===== src/core/epan_defs.svh =====
// Offsets, field positions, reset values and counts for the emulated partner logic
`ifndef EPAN_DEFS_SVH
`define EPAN_DEFS_SVH
`define EPAN_P1_EXP_OFFS 9'h0D8
`define EPAN_P0_EXP_OFFS 9'h1D8
`define EPAN_EXP_INDEX 5'h06
`define EPAN_EXP_PDF_BIT 4
`define EPAN_EXP_LPNP_BIT 3
`define EPAN_EXP_LNP_BIT 2
`define EPAN_EXP_PR_BIT 1
`define EPAN_EXP_LPAN_BIT 0
`define EPAN_ADV_ASYM_BIT 11
`define EPAN_ADV_SYM_BIT 10
`define EPAN_ACK_BIT 14
`define EPAN_SELECTOR 5'h01
`define EPAN_ABIL_10FD 4'h2
`define EPAN_ABIL_100FD 4'h8
`define EPAN_ABIL_10HD 4'h1
`define EPAN_ABIL_100HD 4'h4
`define EPAN_PR_RST 1'h0
`define EPAN_LPAN_RST 1'h1
`define EPAN_LP_RST 16'h0000
`define EPAN_SETTLE_CYC 2'h3
`endif


===== src/core/epan_pkg.sv =====
// Types shared by the emulated partner logic
package epan_pkg;
	typedef enum logic [1:0] {
		EPAN_ST_SETTLE = 2'b00,
		EPAN_ST_NEG = 2'b01,
		EPAN_ST_DONE = 2'b10
	} epan_state_t;
endpackage : epan_pkg


===== src/core/epan_top.sv =====
// Emulated link partner and expansion register for both switch ports
`timescale 1ns/1ps
`include "epan_defs.svh"
`default_nettype none

module epan_port (
	input wire logic clk_in,
	input wire logic rst_n_in,
	input wire logic ce_in,
	input wire logic [15:0] loc_abil_in,
	input wire logic duplex_in,
	input wire logic speed_in,
	input wire logic resolve_in,
	input wire logic an_restart_in,
	input wire logic rd_clr_in,
	output logic [15:0] exp_out,
	output logic [15:0] lp_abil_out
);
	import epan_pkg::*;

	function automatic logic [1:0] pause_map(input logic sym, input logic asym, input logic res);
		logic [1:0] r;
		r = 2'h0;
		case ({sym, asym})
			2'b10: r = 2'b01;
			2'b01: r = 2'b11;
			2'b11: r = res ? 2'b11 : 2'b10;
			default: r = 2'b00;
		endcase
		return r;
	endfunction : pause_map

	function automatic logic [3:0] speed_map(input logic dup, input logic spd);
		logic [3:0] r;
		r = 4'h0;
		case ({dup, spd})
			2'b10: r = `EPAN_ABIL_10FD;
			2'b11: r = `EPAN_ABIL_100FD;
			2'b00: r = `EPAN_ABIL_10HD;
			default: r = `EPAN_ABIL_100HD;
		endcase
		return r;
	endfunction : speed_map

	epan_state_t st_q, st_d;
	logic [1:0] cnt_q;
	logic pr_q;
	logic lpan_q;
	logic [1:0] pause_q;
	logic [3:0] spd_q;

	wire logic sym_w = loc_abil_in[`EPAN_ADV_SYM_BIT];
	wire logic asym_w = loc_abil_in[`EPAN_ADV_ASYM_BIT];
	wire logic [1:0] pause_w = pause_map(sym_w, asym_w, resolve_in);
	wire logic [3:0] strap_abil_w = speed_map(duplex_in, speed_in);
	wire logic common_w = |(loc_abil_in[8:5] & strap_abil_w);
	wire logic neg_w = (st_q == EPAN_ST_NEG);

	always_comb begin
		st_d = st_q;
		case (st_q)
			EPAN_ST_SETTLE: st_d = (cnt_q == `EPAN_SETTLE_CYC) ? EPAN_ST_NEG : EPAN_ST_SETTLE;
			EPAN_ST_NEG: st_d = EPAN_ST_DONE;
			EPAN_ST_DONE: st_d = an_restart_in ? EPAN_ST_NEG : EPAN_ST_DONE;
			default: st_d = EPAN_ST_SETTLE;
		endcase
	end

	// Settling lets the strap synchronisers fill before the first negotiation
	always_ff @(posedge clk_in or negedge rst_n_in) begin
		if (!rst_n_in) begin
			st_q <= EPAN_ST_SETTLE;
			cnt_q <= 2'h0;
		end else if (ce_in) begin
			st_q <= st_d;
			cnt_q <= (st_q == EPAN_ST_SETTLE) ? cnt_q + 2'h1 : 2'h0;
		end
	end

	always_ff @(posedge clk_in or negedge rst_n_in) begin
		if (!rst_n_in) begin
			pr_q <= `EPAN_PR_RST;
			lpan_q <= `EPAN_LPAN_RST;
			pause_q <= 2'h0;
			spd_q <= 4'h0;
		end else if (ce_in) begin
			// Set wins over a read in the same cycle so a new page is never lost
			if (neg_w) begin
				pr_q <= 1'b1;
			end else if (rd_clr_in) begin
				pr_q <= 1'b0;
			end
			if (neg_w) begin
				lpan_q <= common_w;
				pause_q <= pause_w;
				spd_q <= common_w ? strap_abil_w : 4'h0;
			end
		end
	end

	assign exp_out = {11'h000, 3'h0, pr_q, lpan_q};
	assign lp_abil_out = {1'b0, 1'b1, 2'h0, pause_q, 1'b0, spd_q, `EPAN_SELECTOR};

	AST_PAUSE_NONE: assert property (@(posedge clk_in) disable iff (!rst_n_in)
		(neg_w && ce_in && !sym_w && !asym_w) |=> (lp_abil_out[11:10] == 2'b00))
		else $error("partner pause not clear");
	AST_PAUSE_ASYM: assert property (@(posedge clk_in) disable iff (!rst_n_in)
		(neg_w && ce_in && !sym_w && asym_w) |=> (lp_abil_out[11:10] == 2'b11))
		else $error("asymmetric only must give both partner pause bits");
	AST_PAUSE_RESOLVE: assert property (@(posedge clk_in) disable iff (!rst_n_in)
		(neg_w && ce_in && sym_w && asym_w) |=>
		(lp_abil_out[11:10] == ($past(resolve_in) ? 2'b11 : 2'b10)))
		else $error("pause resolve strap ignored");
	AST_SPEED_10FD: assert property (@(posedge clk_in) disable iff (!rst_n_in)
		(neg_w && ce_in && duplex_in && !speed_in && loc_abil_in[6]) |=>
		(lp_abil_out[8:5] == 4'b0010))
		else $error("10 full strap mapping wrong");
	AST_FAIL: assert property (@(posedge clk_in) disable iff (!rst_n_in)
		(neg_w && ce_in && !common_w) |=> (lp_abil_out[8:5] == 4'h0) && !exp_out[0])
		else $error("failed negotiation not reflected");
	AST_FIXED_ZERO: assert property (@(posedge clk_in) disable iff (!rst_n_in)
		exp_out[15:2] == 14'h0000)
		else $error("fixed expansion bits not zero");
	AST_RD_CLR: assert property (@(posedge clk_in) disable iff (!rst_n_in)
		(rd_clr_in && ce_in && !neg_w) |=> !exp_out[1])
		else $error("page received not cleared by read");
	AST_PAGE_SET: assert property (@(posedge clk_in) disable iff (!rst_n_in)
		(neg_w && ce_in) |=> (exp_out[1] && (st_q == EPAN_ST_DONE)))
		else $error("page received not set by negotiation");
	AST_HOLD: assert property (@(posedge clk_in) disable iff (!rst_n_in)
		(st_q == EPAN_ST_DONE && !(ce_in && an_restart_in)) |=> $stable(lp_abil_out))
		else $error("partner ability changed without renegotiation");
endmodule : epan_port

module epan_top (
	input wire logic CLK_IN,
	input wire logic RST_N_IN,
	input wire logic CE_IN,
	input wire logic [15:0] LOCAL_ABILITY_P0_IN,
	input wire logic [15:0] LOCAL_ABILITY_P1_IN,
	input wire logic AN_RESTART_P0_IN,
	input wire logic AN_RESTART_P1_IN,
	input wire logic [1:0] DUPLEX_STRAP_IN,
	input wire logic [1:0] SPEED_STRAP_IN,
	input wire logic [1:0] PAUSE_RESOLVE_SELECT_PIN_IN,
	input wire logic [8:0] REG_ADDR_IN,
	input wire logic REG_RD_IN,
	input wire logic REG_WR_IN,
	input wire logic [31:0] REG_WDATA_IN,
	output logic [31:0] REG_RDATA_OUT,
	input wire logic MIIM_RD_IN,
	input wire logic MIIM_PORT_IN,
	input wire logic [4:0] MIIM_INDEX_IN,
	output logic [15:0] MIIM_RDATA_OUT,
	output logic [15:0] LP_ABILITY_P0_OUT,
	output logic [15:0] LP_ABILITY_P1_OUT
);
	import epan_pkg::*;

	logic [5:0] sync1_q, sync2_q;
	logic [31:0] rdata_q;
	logic [15:0] mdata_q;
	logic [15:0] exp0_w, exp1_w;

	// Straps come from pins, so each passes two flip-flops
	always_ff @(posedge CLK_IN or negedge RST_N_IN) begin
		if (!RST_N_IN) begin
			sync1_q <= 6'h00;
			sync2_q <= 6'h00;
		end else if (CE_IN) begin
			sync1_q <= {PAUSE_RESOLVE_SELECT_PIN_IN, SPEED_STRAP_IN, DUPLEX_STRAP_IN};
			sync2_q <= sync1_q;
		end
	end

	wire logic mm_p0_w = REG_RD_IN && (REG_ADDR_IN == `EPAN_P0_EXP_OFFS);
	wire logic mm_p1_w = REG_RD_IN && (REG_ADDR_IN == `EPAN_P1_EXP_OFFS);
	wire logic mi_exp_w = MIIM_RD_IN && (MIIM_INDEX_IN == `EPAN_EXP_INDEX);
	wire logic clr0_w = mm_p0_w || (mi_exp_w && !MIIM_PORT_IN);
	wire logic clr1_w = mm_p1_w || (mi_exp_w && MIIM_PORT_IN);
	wire logic [15:0] mm_sel_w = mm_p0_w ? exp0_w : (mm_p1_w ? exp1_w : 16'h0000);
	wire logic [15:0] mi_sel_w = mi_exp_w ? (MIIM_PORT_IN ? exp1_w : exp0_w) : 16'h0000;

	epan_port u_port0 (
		.clk_in(CLK_IN),
		.rst_n_in(RST_N_IN),
		.ce_in(CE_IN),
		.loc_abil_in(LOCAL_ABILITY_P0_IN),
		.duplex_in(sync2_q[0]),
		.speed_in(sync2_q[2]),
		.resolve_in(sync2_q[4]),
		.an_restart_in(AN_RESTART_P0_IN),
		.rd_clr_in(clr0_w),
		.exp_out(exp0_w),
		.lp_abil_out(LP_ABILITY_P0_OUT)
	);

	epan_port u_port1 (
		.clk_in(CLK_IN),
		.rst_n_in(RST_N_IN),
		.ce_in(CE_IN),
		.loc_abil_in(LOCAL_ABILITY_P1_IN),
		.duplex_in(sync2_q[1]),
		.speed_in(sync2_q[3]),
		.resolve_in(sync2_q[5]),
		.an_restart_in(AN_RESTART_P1_IN),
		.rd_clr_in(clr1_w),
		.exp_out(exp1_w),
		.lp_abil_out(LP_ABILITY_P1_OUT)
	);

	// Writes land nowhere: every bit here is read-only
	always_ff @(posedge CLK_IN or negedge RST_N_IN) begin
		if (!RST_N_IN) begin
			rdata_q <= 32'h00000000;
			mdata_q <= 16'h0000;
		end else if (CE_IN) begin
			rdata_q <= {16'h0000, mm_sel_w};
			mdata_q <= mi_sel_w;
		end
	end

	assign REG_RDATA_OUT = rdata_q;
	assign MIIM_RDATA_OUT = mdata_q;

	AST_UPPER_ZERO: assert property (@(posedge CLK_IN) disable iff (!RST_N_IN)
		REG_RDATA_OUT[31:16] == 16'h0000)
		else $error("padding bits not zero");
	AST_RD_DATA: assert property (@(posedge CLK_IN) disable iff (!RST_N_IN)
		(CE_IN && mm_p0_w) |=> (REG_RDATA_OUT[15:0] == $past(exp0_w)))
		else $error("port 0 read data wrong");
endmodule : epan_top

`default_nettype wire


===== config.mk =====
export PLATFORM = sky130hd
export DESIGN_NAME = epan_top
export DESIGN_NICKNAME = d
export VERILOG_FILES = /design/src/core/epan_pkg.sv /design/src/core/epan_top.sv
export VERILOG_INCLUDE_DIRS = /design/src /design/src/core
export SDC_FILE = /design/constraint.sdc
export NUM_CORES = 1
export LEC_CHECK = 0
export BUFFER_PORTS_ARGS = -buffer_cell sky130_fd_sc_hd__buf_2
export CAP_MARGIN = 20
export CORE_AREA = 2 2 84 86
export DETAILED_ROUTE_END_ITERATION = 12
export DIE_AREA = 0 0 86 88
export GPL_TIMING_DRIVEN = 0
export PLACE_DENSITY_LB_ADDON = 0.2
export SLEW_MARGIN = 30
export SYNTH_ARGS = -nofsm -noshare
export SYNTH_HDL_FRONTEND = slang
export SYNTH_SLANG_ARGS = --single-unit

===== constraint.sdc =====
create_clock -name CLK_IN -period 1.6 [get_ports CLK_IN]
set_clock_uncertainty 0.15 [all_clocks]
set_input_delay 0.32 -clock CLK_IN [delete_from_list [all_inputs] [get_ports CLK_IN]]
set_output_delay 0.32 -clock CLK_IN [all_outputs]
set_load 0.02 [all_outputs]

**Word level (Yosys, flattened, before mapping)**

Index checks and enable logic that the tools add are counted.

- Output and inout bits: 80
- Word-level logic and storage cells: 83
- Bits in registers: 68

- Mux-type cells: 24
- Bitwise gates (word level): 2
- Equal/unequal tests: 19
- Reductions and logical operators: 20
- Add/sub/neg operators: 2

Operator list:

| cell | number |
|---|---|
| equality test 2 bit, second input constant | 12 |
| case mux 2 bit (3 select lines) | 4 |
| case mux 4 bit (3 select lines) | 2 |
| 2-to-1 mux 2 bit | 8 |
| equality test 9 x 8 -> 1 bit, second input constant | 1 |
| equality test 9 bit, second input constant | 1 |
| AND 4 bit | 2 |
| equality test 2 x 1 -> 1 bit, second input constant | 4 |
| logical NOT 2 bit | 4 |
| 2-to-1 mux 1 bit | 8 |
| 2-to-1 mux 4 bit | 2 |
| AND reduction 2 bit | 4 |
| OR reduction 4 bit | 2 |
| equality test 5 x 3 -> 1 bit, second input constant | 1 |
| logical AND 1 bit | 5 |
| adder 2 x 1 -> 2 bit, second input constant | 2 |
| nonzero test 2 bit | 2 |
| logical OR 1 bit | 2 |
| logical NOT 1 bit | 1 |

**Depth between registers and ports, before layout**

Gate-level depths: netlist of run 1.

- Depth in word-level cells: 6
- Depth in mapped cells: 5

**Modules after synthesis**

From an unflattened synthesis of run 1, not the netlist that was laid out.

- Cell total of the unflattened synthesis: 348
- Area total of the unflattened synthesis: 3,717.3 µm²

By module, submodules not included:

| module | cells an instance | area each (µm²) | instances |
|---|---|---|---|
| epan_top | 194 | 2,240.9 | 1 |
| epan_port | 77 | 738.2 | 2 |

**Least setup slack after synthesis of run 1**

No wires, ideal clock.

- Kind: input -> register
- From: in REG_ADDR_IN[1]
- To: reg rdata_q[0], in the netlist REG_RDATA_OUT[0]
- Setup time: 82 ps
- Stages: 3
- Slack: 81 ps
- Data arrival time: 1,287 ps
- Data required time: 1,368 ps
- Path through: or4b_4 or3_1 o22ai_1

- Longest elaborated chain between the ends: 4

Ends and longest elaborated chain:

| element | line | RTL |
|---|---|---|
| start: declaration | epan_top.sv:146 | `input wire logic [8:0] REG_ADDR_IN,` |
| equality test 9 x 8 -> 1 bit (no line) | n/a |  |
| logical AND 1 bit | epan_top.sv:177 | `` wire logic mm_p1_w = REG_RD_IN && (REG_ADDR_IN == `EPAN_P1_EXP_OFFS); `` |
| 2-to-1 mux 2 bit | epan_top.sv:181 | `wire logic [15:0] mm_sel_w = mm_p0_w ? exp0_w : (mm_p1_w ? exp1_w : 16'h0000);` |
| 2-to-1 mux 2 bit * | epan_top.sv:181 |  |
| end signal: assignment | epan_top.sv:218 | `rdata_q <= {16'h0000, mm_sel_w};` |
| end: declaration | epan_top.sv:161 | `logic [31:0] rdata_q;` |

Every way passes the cells marked *; elsewhere a longest branch is shown, timed or not.
A chain may end at the register's enable or synchronous reset.

**Final worst setup path of run 1**

- From: reg u_port1.st_q[1]
- To: reg u_port1.spd_q[2]

- Longest elaborated chain between the ends: 2

Ends and longest elaborated chain:

| element | line | RTL |
|---|---|---|
| start: declaration | epan_top.sv:45 | `epan_state_t st_q, st_d;` |
| start signal: assignment | epan_top.sv:75 | `st_q <= st_d;` |
| equality test 2 x 1 -> 1 bit | epan_top.sv:57 | `wire logic neg_w = (st_q == EPAN_ST_NEG);` |
| AND reduction 2 bit (no line) | n/a |  |
| end signal: assignment | epan_top.sv:96 | `spd_q <= common_w ? strap_abil_w : 4'h0;` |
| end: declaration | epan_top.sv:50 | `logic [3:0] spd_q;` |

Every way passes these cells.

==> results of run 1 <==
==> worst paths after layout <==
path	from	endpoint	slack, ns	cells past startpoint
hold reg to reg	u_port0.spd_q[2]$_DFFE_PN0P_	u_port0.spd_q[2]$_DFFE_PN0P_	0.33	2
hold / removal	SPEED_STRAP_IN[0]	sync1_q[2]$_DFFE_PN0P_	0.11	2
setup reg to reg	u_port1.st_q[1]$_DFFE_PN0P_	u_port1.spd_q[2]$_DFFE_PN0P_	0.08	3
setup / recovery	u_port1.st_q[1]$_DFFE_PN0P_	u_port1.spd_q[2]$_DFFE_PN0P_	0.08	3
max in group asynchronous	RST_N_IN	u_port0.lpan_q$_DFFE_PN1P_	0.54	2
min in group asynchronous	RST_N_IN	u_port1.spd_q[0]$_DFFE_PN0P_	0.39	2
==> power by group <==
group          internal (mW)  switching, mW  total [mW]
logic                  0.535          0.645        1.18
clock network          0.352          0.333       0.685
registers               1.34          0.239        1.58
total                   2.22           1.22        3.44
==> layer usage <==
metal | up-vias | share of wire (%) | GRT usage [%] | routed length, µm
met5 | - | 0 | 0 | 0
met4 | 0 | 1.4 | 5.48 | 61
met3 | 9 | 10 | 3.02 | 430
met2 | 82 | 48 | 19.8 | 2050
met1 | 755 | 40 | 13.0 | 1730
li1 | 864 | - | - | -
==> final cells by class <==
cell class | count | area share (%)
sequential | 40 | 33.7
multi-input combinational | 158 | 31.9
buffer | 69 | 16.9
timing repair buffer | 56 | 9.66
tap | 80 | 3.36
clock buffer | 8 | 3.02
inverter | 12 | 1.51
==> what timing repair did <==
action / CTS / global route
hold buffers: 0 / 1
resized for setup: 0 / 4
endpoints found under the setup margin: 0 / 10
endpoints found under the hold margin: 0 / 38
==> cells in the mapped netlist <==
library cell and number:
nand4_1 1, o22ai_1 4, mux2_2 16, nor2_1 1, or4b_4 1, nand3_1 3, o21ai_0 14, buf_2 2
o41ai_1 4, nand3b_1 5, inv_1 12, dfstp_2 2, o32ai_1 1, o211ai_1 2, mux4_2 2, conb_1 2
clkbuf_1 3, nor4_1 2, or4b_2 2, nand2_1 18, nand4b_1 1, dfrtp_1 38, or3_1 2, ha_1 2
o31ai_1 3, mux2i_1 6, buf_4 64, nand2b_1 4
==> cell usage in the layout, fill, tap and decap left out, drive strengths merged <==
master / count
buf: 121
conb: 64
dfrtp: 38
nand2: 18
mux2: 16
o21ai: 14
inv: 12
clkbuf: 11
mux2i: 6
nand3b: 5
nand2b: 4
o22ai: 4
o41ai: 4
o31ai: 3
nand3: 3
or4b: 3
o211ai: 2
or3: 2
mux4: 2
nor4: 2
ha: 2
dfstp: 2
nand4b: 1
nand4: 1
o32ai: 1
nor2: 1
dlygate4sd3: 1
==> critical path: cells and delay by family, from the launching register on <==
kind / cells / cell delay [ns]
compound gates: 1 / 0.28
buf+inv: 1 / 0.26
flops: 1 / 0.43
simple gates: 1 / 0.30
==> kinds of logic after synthesis <==
logic type	Yosys count	synth area share, %
muxes	24	12.6
buffers and inverters	81	24.1
AOI/OAI and AO/OA	28	7.78
DFF	40	44.3
other	2	0.331
adders and majority gates	2	1.10
and+or+nand+nor	40	9.82
==> metrics by stage <==
step / std cells / setup TNS (ns) / hold slack, ns / utilization [%]
after floorplan: 279 / 0 / -0.126 / -
after global placement: 414 / -0.585 / 0.313 / 43.3
after detailed placement: 414 / -0.487 / 0.317 / 43.3
after CTS: 422 / 0 / 0.0318 / 44.6
after global routing: 423 / 0 / 0.104 / 44.9
final: 423 / 0 / 0.111 / 44.9
==> sequential cells by signal, indices dropped and copies added (netlist names), 2 cells and up <==
name and count:
MIIM_RDATA_OUT 2, u_port0.st_q 2, u_port1.st_q 2, REG_RDATA_OUT 2
u_port0.cnt_q 2, u_port1.pause_q 2, u_port0.pause_q 2, sync1_q 6
u_port1.cnt_q 2, sync2_q 6, u_port1.spd_q 4, u_port0.spd_q 4
==> key figures, run 1 <==
Global route
  • Pin count of the biggest net entering global routing: 41
  • Vias in the first global route: 1558
  • First-pass GRT wire length: 6800 µm
  • Gr ovfl total: 0
  • Overall Global Routing Usage: 11.4%
  • Initial antenna violation count: 0

Cells and area
  • Number of inserted diodes: 0
  • Fin area: 0.00298 mm²
  • Reg area: 0.00100 mm²
  • Multi-input gate area: 950 µm²
  • Nets@finish: 437
  • Fill cells: 660
  • Synth-to-layout area growth: 31.5%
  • Share of layout cells above drive strength 1: 44.3%

Timing
  • Unrepaired setup endpoints after global routing: no
  • Max-slew headroom: 66.5%
  • Final hold vios: 0
  • Post-route setup slack: 0.0794 ns
  • Fin crit share: 95.0%
  • Slew @ Worst Pin: 0.503 ns
  • Fmax achieved: 658 MHz
  • Final setup vio count: 0
  • Tmin final: 1.52 ns
  • Final Max Slew Viols: 0

Pwr
  • LEAKAGE: 1.62 nW
  • PwrDens: 1150 mW/mm²
  • Worst vdd ir: 0.774 mV
  • Tot Pwr: 3.44 mW

Synthesis
  • Post-synth top area cell: dfrtp_1
  • Gate Count Post-Synth: 217
  • Post-synthesis sequential area ratio: 44.3%
  • Cell variety after synth: 28
  • Synth top area cells: dfrtp_1, buf_4, mux2_2
  • Seq cells post-synth: 40
  • Avg Inst Size Synth: 10.4 µm²
  • Yosys top cell area share: 41.9%
  • Syn Std Cell Area: 0.00227 mm²
  • Synth warn: 0

Die
  • Core Area: 0.00664 mm²
  • Top Ports: 173
  • Die Area: 0.00757 mm²
  • Die width: 86 µm
  • Die Height: 88 µm
  • Row Count: 30
  • Initial Utilization: 34.1%

CTS
  • H-tree depth: 2
  • Worst-path clk slew: 0.08 ns
  • Sink Count: 40
  • Clock Tree Buf Depth: 2
  • Postcts setup bufs: 0
  • Worst-skew pair later-pin latency: 0.29 ns
  • TritonCTS buffer count: 5
  • CTS Root Cell: clkbuf_8
  • CTS tree: built

Critical path
  • Max Fanout on Critical Path: 10
  • Worst Path Required: 1.64 ns
  • CP arrival: 1.56 ns
  • CP cell instances: nand3b_1, clkbuf_2, o31ai_1
  • Startpoint types: register
  • Critical Path Max Stage Delay: 0.43 ns
  • Slowest cell on the critical path: dfrtp_1
  • Kind of critical path: reg2reg
  • Setup crit end kind: register

Route
  • DR DRC count: 0
  • Vias: 1710
  • Via density: 4.04
  • Iter 0 DRT Violations: 63
  • Avg WL per Cell: 10.1 µm
  • DRT Wirelength: 4270 µm
  • Drt first pass iters: 4
  • ANT nets after route: 0

Flow run
  • Max-Cap Viols: 0

Outcome
  • Status: finished, final reports clean

Place
  • Post-Place Cell Area: 0.00288 mm²
  • GP Congestion: 0.699
  • IO Port Bufs: 55
  • Pre-CTS setup slack: -0.100 ns
  • Hpwl dp: 3360 µm

Min path
  • Hold Crit Class: in2reg
No activity file was read; power rests on OpenSTA's default activity.
==> run 2, diff against run 1 <==
--- a/config.mk
+++ b/config.mk
@@ -8,11 +8,12 @@
 export LEC_CHECK = 0
 export BUFFER_PORTS_ARGS = -buffer_cell sky130_fd_sc_hd__buf_2
 export CAP_MARGIN = 20
-export CORE_AREA = 2 2 84 86
+export CORE_AREA = 4 4 81 83
 export DETAILED_ROUTE_END_ITERATION = 12
-export DIE_AREA = 0 0 86 88
+export DIE_AREA = 0 0 85 87
 export GPL_TIMING_DRIVEN = 0
 export PLACE_DENSITY_LB_ADDON = 0.2
+export REMOVE_ABC_BUFFERS = 1
 export SLEW_MARGIN = 30
 export SYNTH_ARGS = -nofsm -noshare
 export SYNTH_HDL_FRONTEND = slang
==> run 2 against run 1 <==
Effect of this change:
- maximum frequency grew 2.4%
- power shrank 3.4%
- clock power is 1% lower
- worst hold slack gained 0.0010 ns
- largest power group unchanged
- via count is 11% lower
- cell count shrank 17%
- register-to-register slack better by 0.04 ns
- highest routed layer unchanged
- sequential power about the same
- sequential cell count stayed put
- utilization fell by 2.1 points
- critical path depth is 1 lower
- critical path type unchanged
==> key figures, run 2 (synthesis gave the netlist of run 1 again) <==
Timing
  • Final setup vio count: 0 (unchanged)
  • Final Max Slew Viols: 0 (unchanged)
  • Tmin final: 1.49 ns (-0.0355 ns)
  • Unrepaired setup endpoints after global routing: no
  • Fin crit share: 92.8% (-2.2 points)
  • Final hold vios: 0 (unchanged)
  • Fmax achieved: 673 MHz (+2.4%)
  • Slew @ Worst Pin: 0.505 ns (+0.00145 ns)
  • Max-slew headroom: 66.4% (-0.097 points)

CTS
  • TritonCTS buffer count: 5 (unchanged)
  • Clock Tree Buf Depth: 2 (unchanged)
  • Sink Count: 40 (unchanged)
  • Worst-path clk slew: 0.07 ns (about the same)
  • H-tree depth: 2 (unchanged)
  • CTS tree: built
  • Worst-skew pair later-pin latency: 0.28 ns (about the same)
  • CTS Root Cell: clkbuf_8

Route
  • Vias: 1515 (-11%)
  • Drt first pass iters: 4 (unchanged)
  • DR DRC count: 0 (unchanged)
  • Iter 0 DRT Violations: 39 (-38%)
  • Avg WL per Cell: 11.5 µm (+14%)
  • DRT Wirelength: 4070 µm (-4.8%)
  • ANT nets after route: 0 (unchanged)
  • Via density: 4.29 (+6.2%)

Critical path
  • Startpoint types: register
  • Slowest cell on the critical path: mux4_2
  • Max Fanout on Critical Path: 6 (-4)
  • FF-to-FF path depth: 2 (-1)
  • Kind of critical path: reg2reg
  • Worst Path Required: 1.66 ns (+0.02 ns)
  • CP cell instances: mux4_2, mux2_2
  • Setup crit end kind: register
  • Critical Path Max Stage Delay: 0.54 ns (+0.11 ns)
  • CP arrival: 1.55 ns (about the same)
  • Worst reg-to-reg setup slack: 0.11 ns (+0.04 ns)

Cells and area
  • Nets@finish: 372 (-15%)
  • Regs by FF count: sync1_q x6, sync2_q x6
  • Number of inserted diodes: 0 (unchanged)
  • Share of layout cells above drive strength 1: 31.7% (-13 points)
  • Most common cell after layout, fill and taps aside: conb_1
  • Most frequent cells in the layout: conb_1, buf_2, dfrtp_1, nand2_1, mux2_2
  • Synth-to-layout area growth: 10.4%
  • Post-layout util: 42.8% (-2.1 points)

Min path
  • Hold Crit Class: in2reg
  • Worst hold stages: 2 (unchanged)

Global route
  • Initial antenna violation count: 0 (unchanged)
  • Vias in the first global route: 1382 (-11%)
  • Pin count of the biggest net entering global routing: 41 (unchanged)
  • Gr ovfl total: 0 (unchanged)
  • First-pass GRT wire length: 6070 µm (-11%)
  • Overall Global Routing Usage: 10.4% (-0.96 points)

Outcome
  • Status: finished, final reports clean

Place
  • GP Congestion: 0.651 (-6.8%)
  • IO Port Bufs: 55 (unchanged)
  • Hpwl dp: 3050 µm (-9.3%)

Die
  • Die width: 85 µm (-1.2%)
  • Die Height: 87 µm (-1.1%)
  • Core Area: 0.00585 mm² (-12%)
  • Row Count: 28 (-6.7%)
  • Top Ports: 173 (unchanged)
  • Initial Utilization: 38.8% (+4.6 points)
  • Die Area: 0.00740 mm² (-2.3%)

Pwr
  • PwrDens: 1330 mW/mm² (+15%)
  • Tot Pwr: 3.32 mW (-3.4%)
  • LEAKAGE: 1.28 nW (-21%)
  • Worst vdd ir: 0.438 mV (-43%)

Flow run
  • Max-Cap Viols: 0 (unchanged)
[run 2: path summary, 6_finish.rpt]
kind	start	to
min	DUPLEX_STRAP_IN[1]	sync1_q[1]$_DFFE_PN0P_
max reg2reg	sync2_q[0]$_DFFE_PN0P_	u_port0.lpan_q$_DFFE_PN1P_
min in group asynchronous	RST_N_IN	MIIM_RDATA_OUT[1]$_DFFE_PN0P_
min reg2reg	u_port0.spd_q[1]$_DFFE_PN0P_	u_port0.spd_q[1]$_DFFE_PN0P_
max in group asynchronous	RST_N_IN	u_port0.lpan_q$_DFFE_PN1P_
max	sync2_q[0]$_DFFE_PN0P_	u_port0.lpan_q$_DFFE_PN1P_
[run 2: stage by stage]
step	area, µm²	std cells	hold slack (ns)	setup TNS, ns	worst slack [ns]
2_1_floorplan	2000	210	-0.126	0	0.0810
4_1_cts	2490	352	0.0335	0	0.109
3_5_place_dp	2370	340	0.311	-9.09	-0.557
6_report	2500	353	0.112	0	0.115
3_3_place_gp	2370	340	0.304	-8.78	-0.559
5_1_grt	2500	353	0.0973	0	0.0748
[run 2: repair_timing]
action / in CTS / in global routing
hold buffers: 0 / 1
setup buffers: 4 / 0
endpoints found under the hold margin: 0 / 38
gates resized for setup: 1 / 0
setup endpoints to repair: 16 / 0
[run 2: critical path: cells and delay by family (launching register included)]
kind,cells,cell delay [ns]
muxes,2,0.81
DFF,1,0.46
[run 2: per-layer routing]
layer | track usage (%) | vias to the layer above | wire (µm)
met4 | 4.75 | 0 | 71
met1 | 11.3 | 699 | 1520
met3 | 3.50 | 5 | 471
li1 | - | 735 | -
met5 | 0 | - | 0
met2 | 18.4 | 76 | 2010
[run 2: cell type report]
| cell class | instances | area, µm² |
|---|---|---|
| Multi-Input combinational cell | 158 | 950 |
| Clock buffer | 8 | 90.1 |
| Tap cell | 75 | 93.8 |
| Timing Repair Buffer | 60 | 320 |
| Inverter | 12 | 45.0 |
| Fill cell | 586 | 3350 |
| Sequential cell | 40 | 1000 |
[run 2: where the power goes]
group | switching, mW | leakage [nW] | internal [mW]
sequential | 0.225 | 0.497 | 1.34
clock | 0.324 | 0.0455 | 0.352
combinational | 0.635 | 0.738 | 0.452
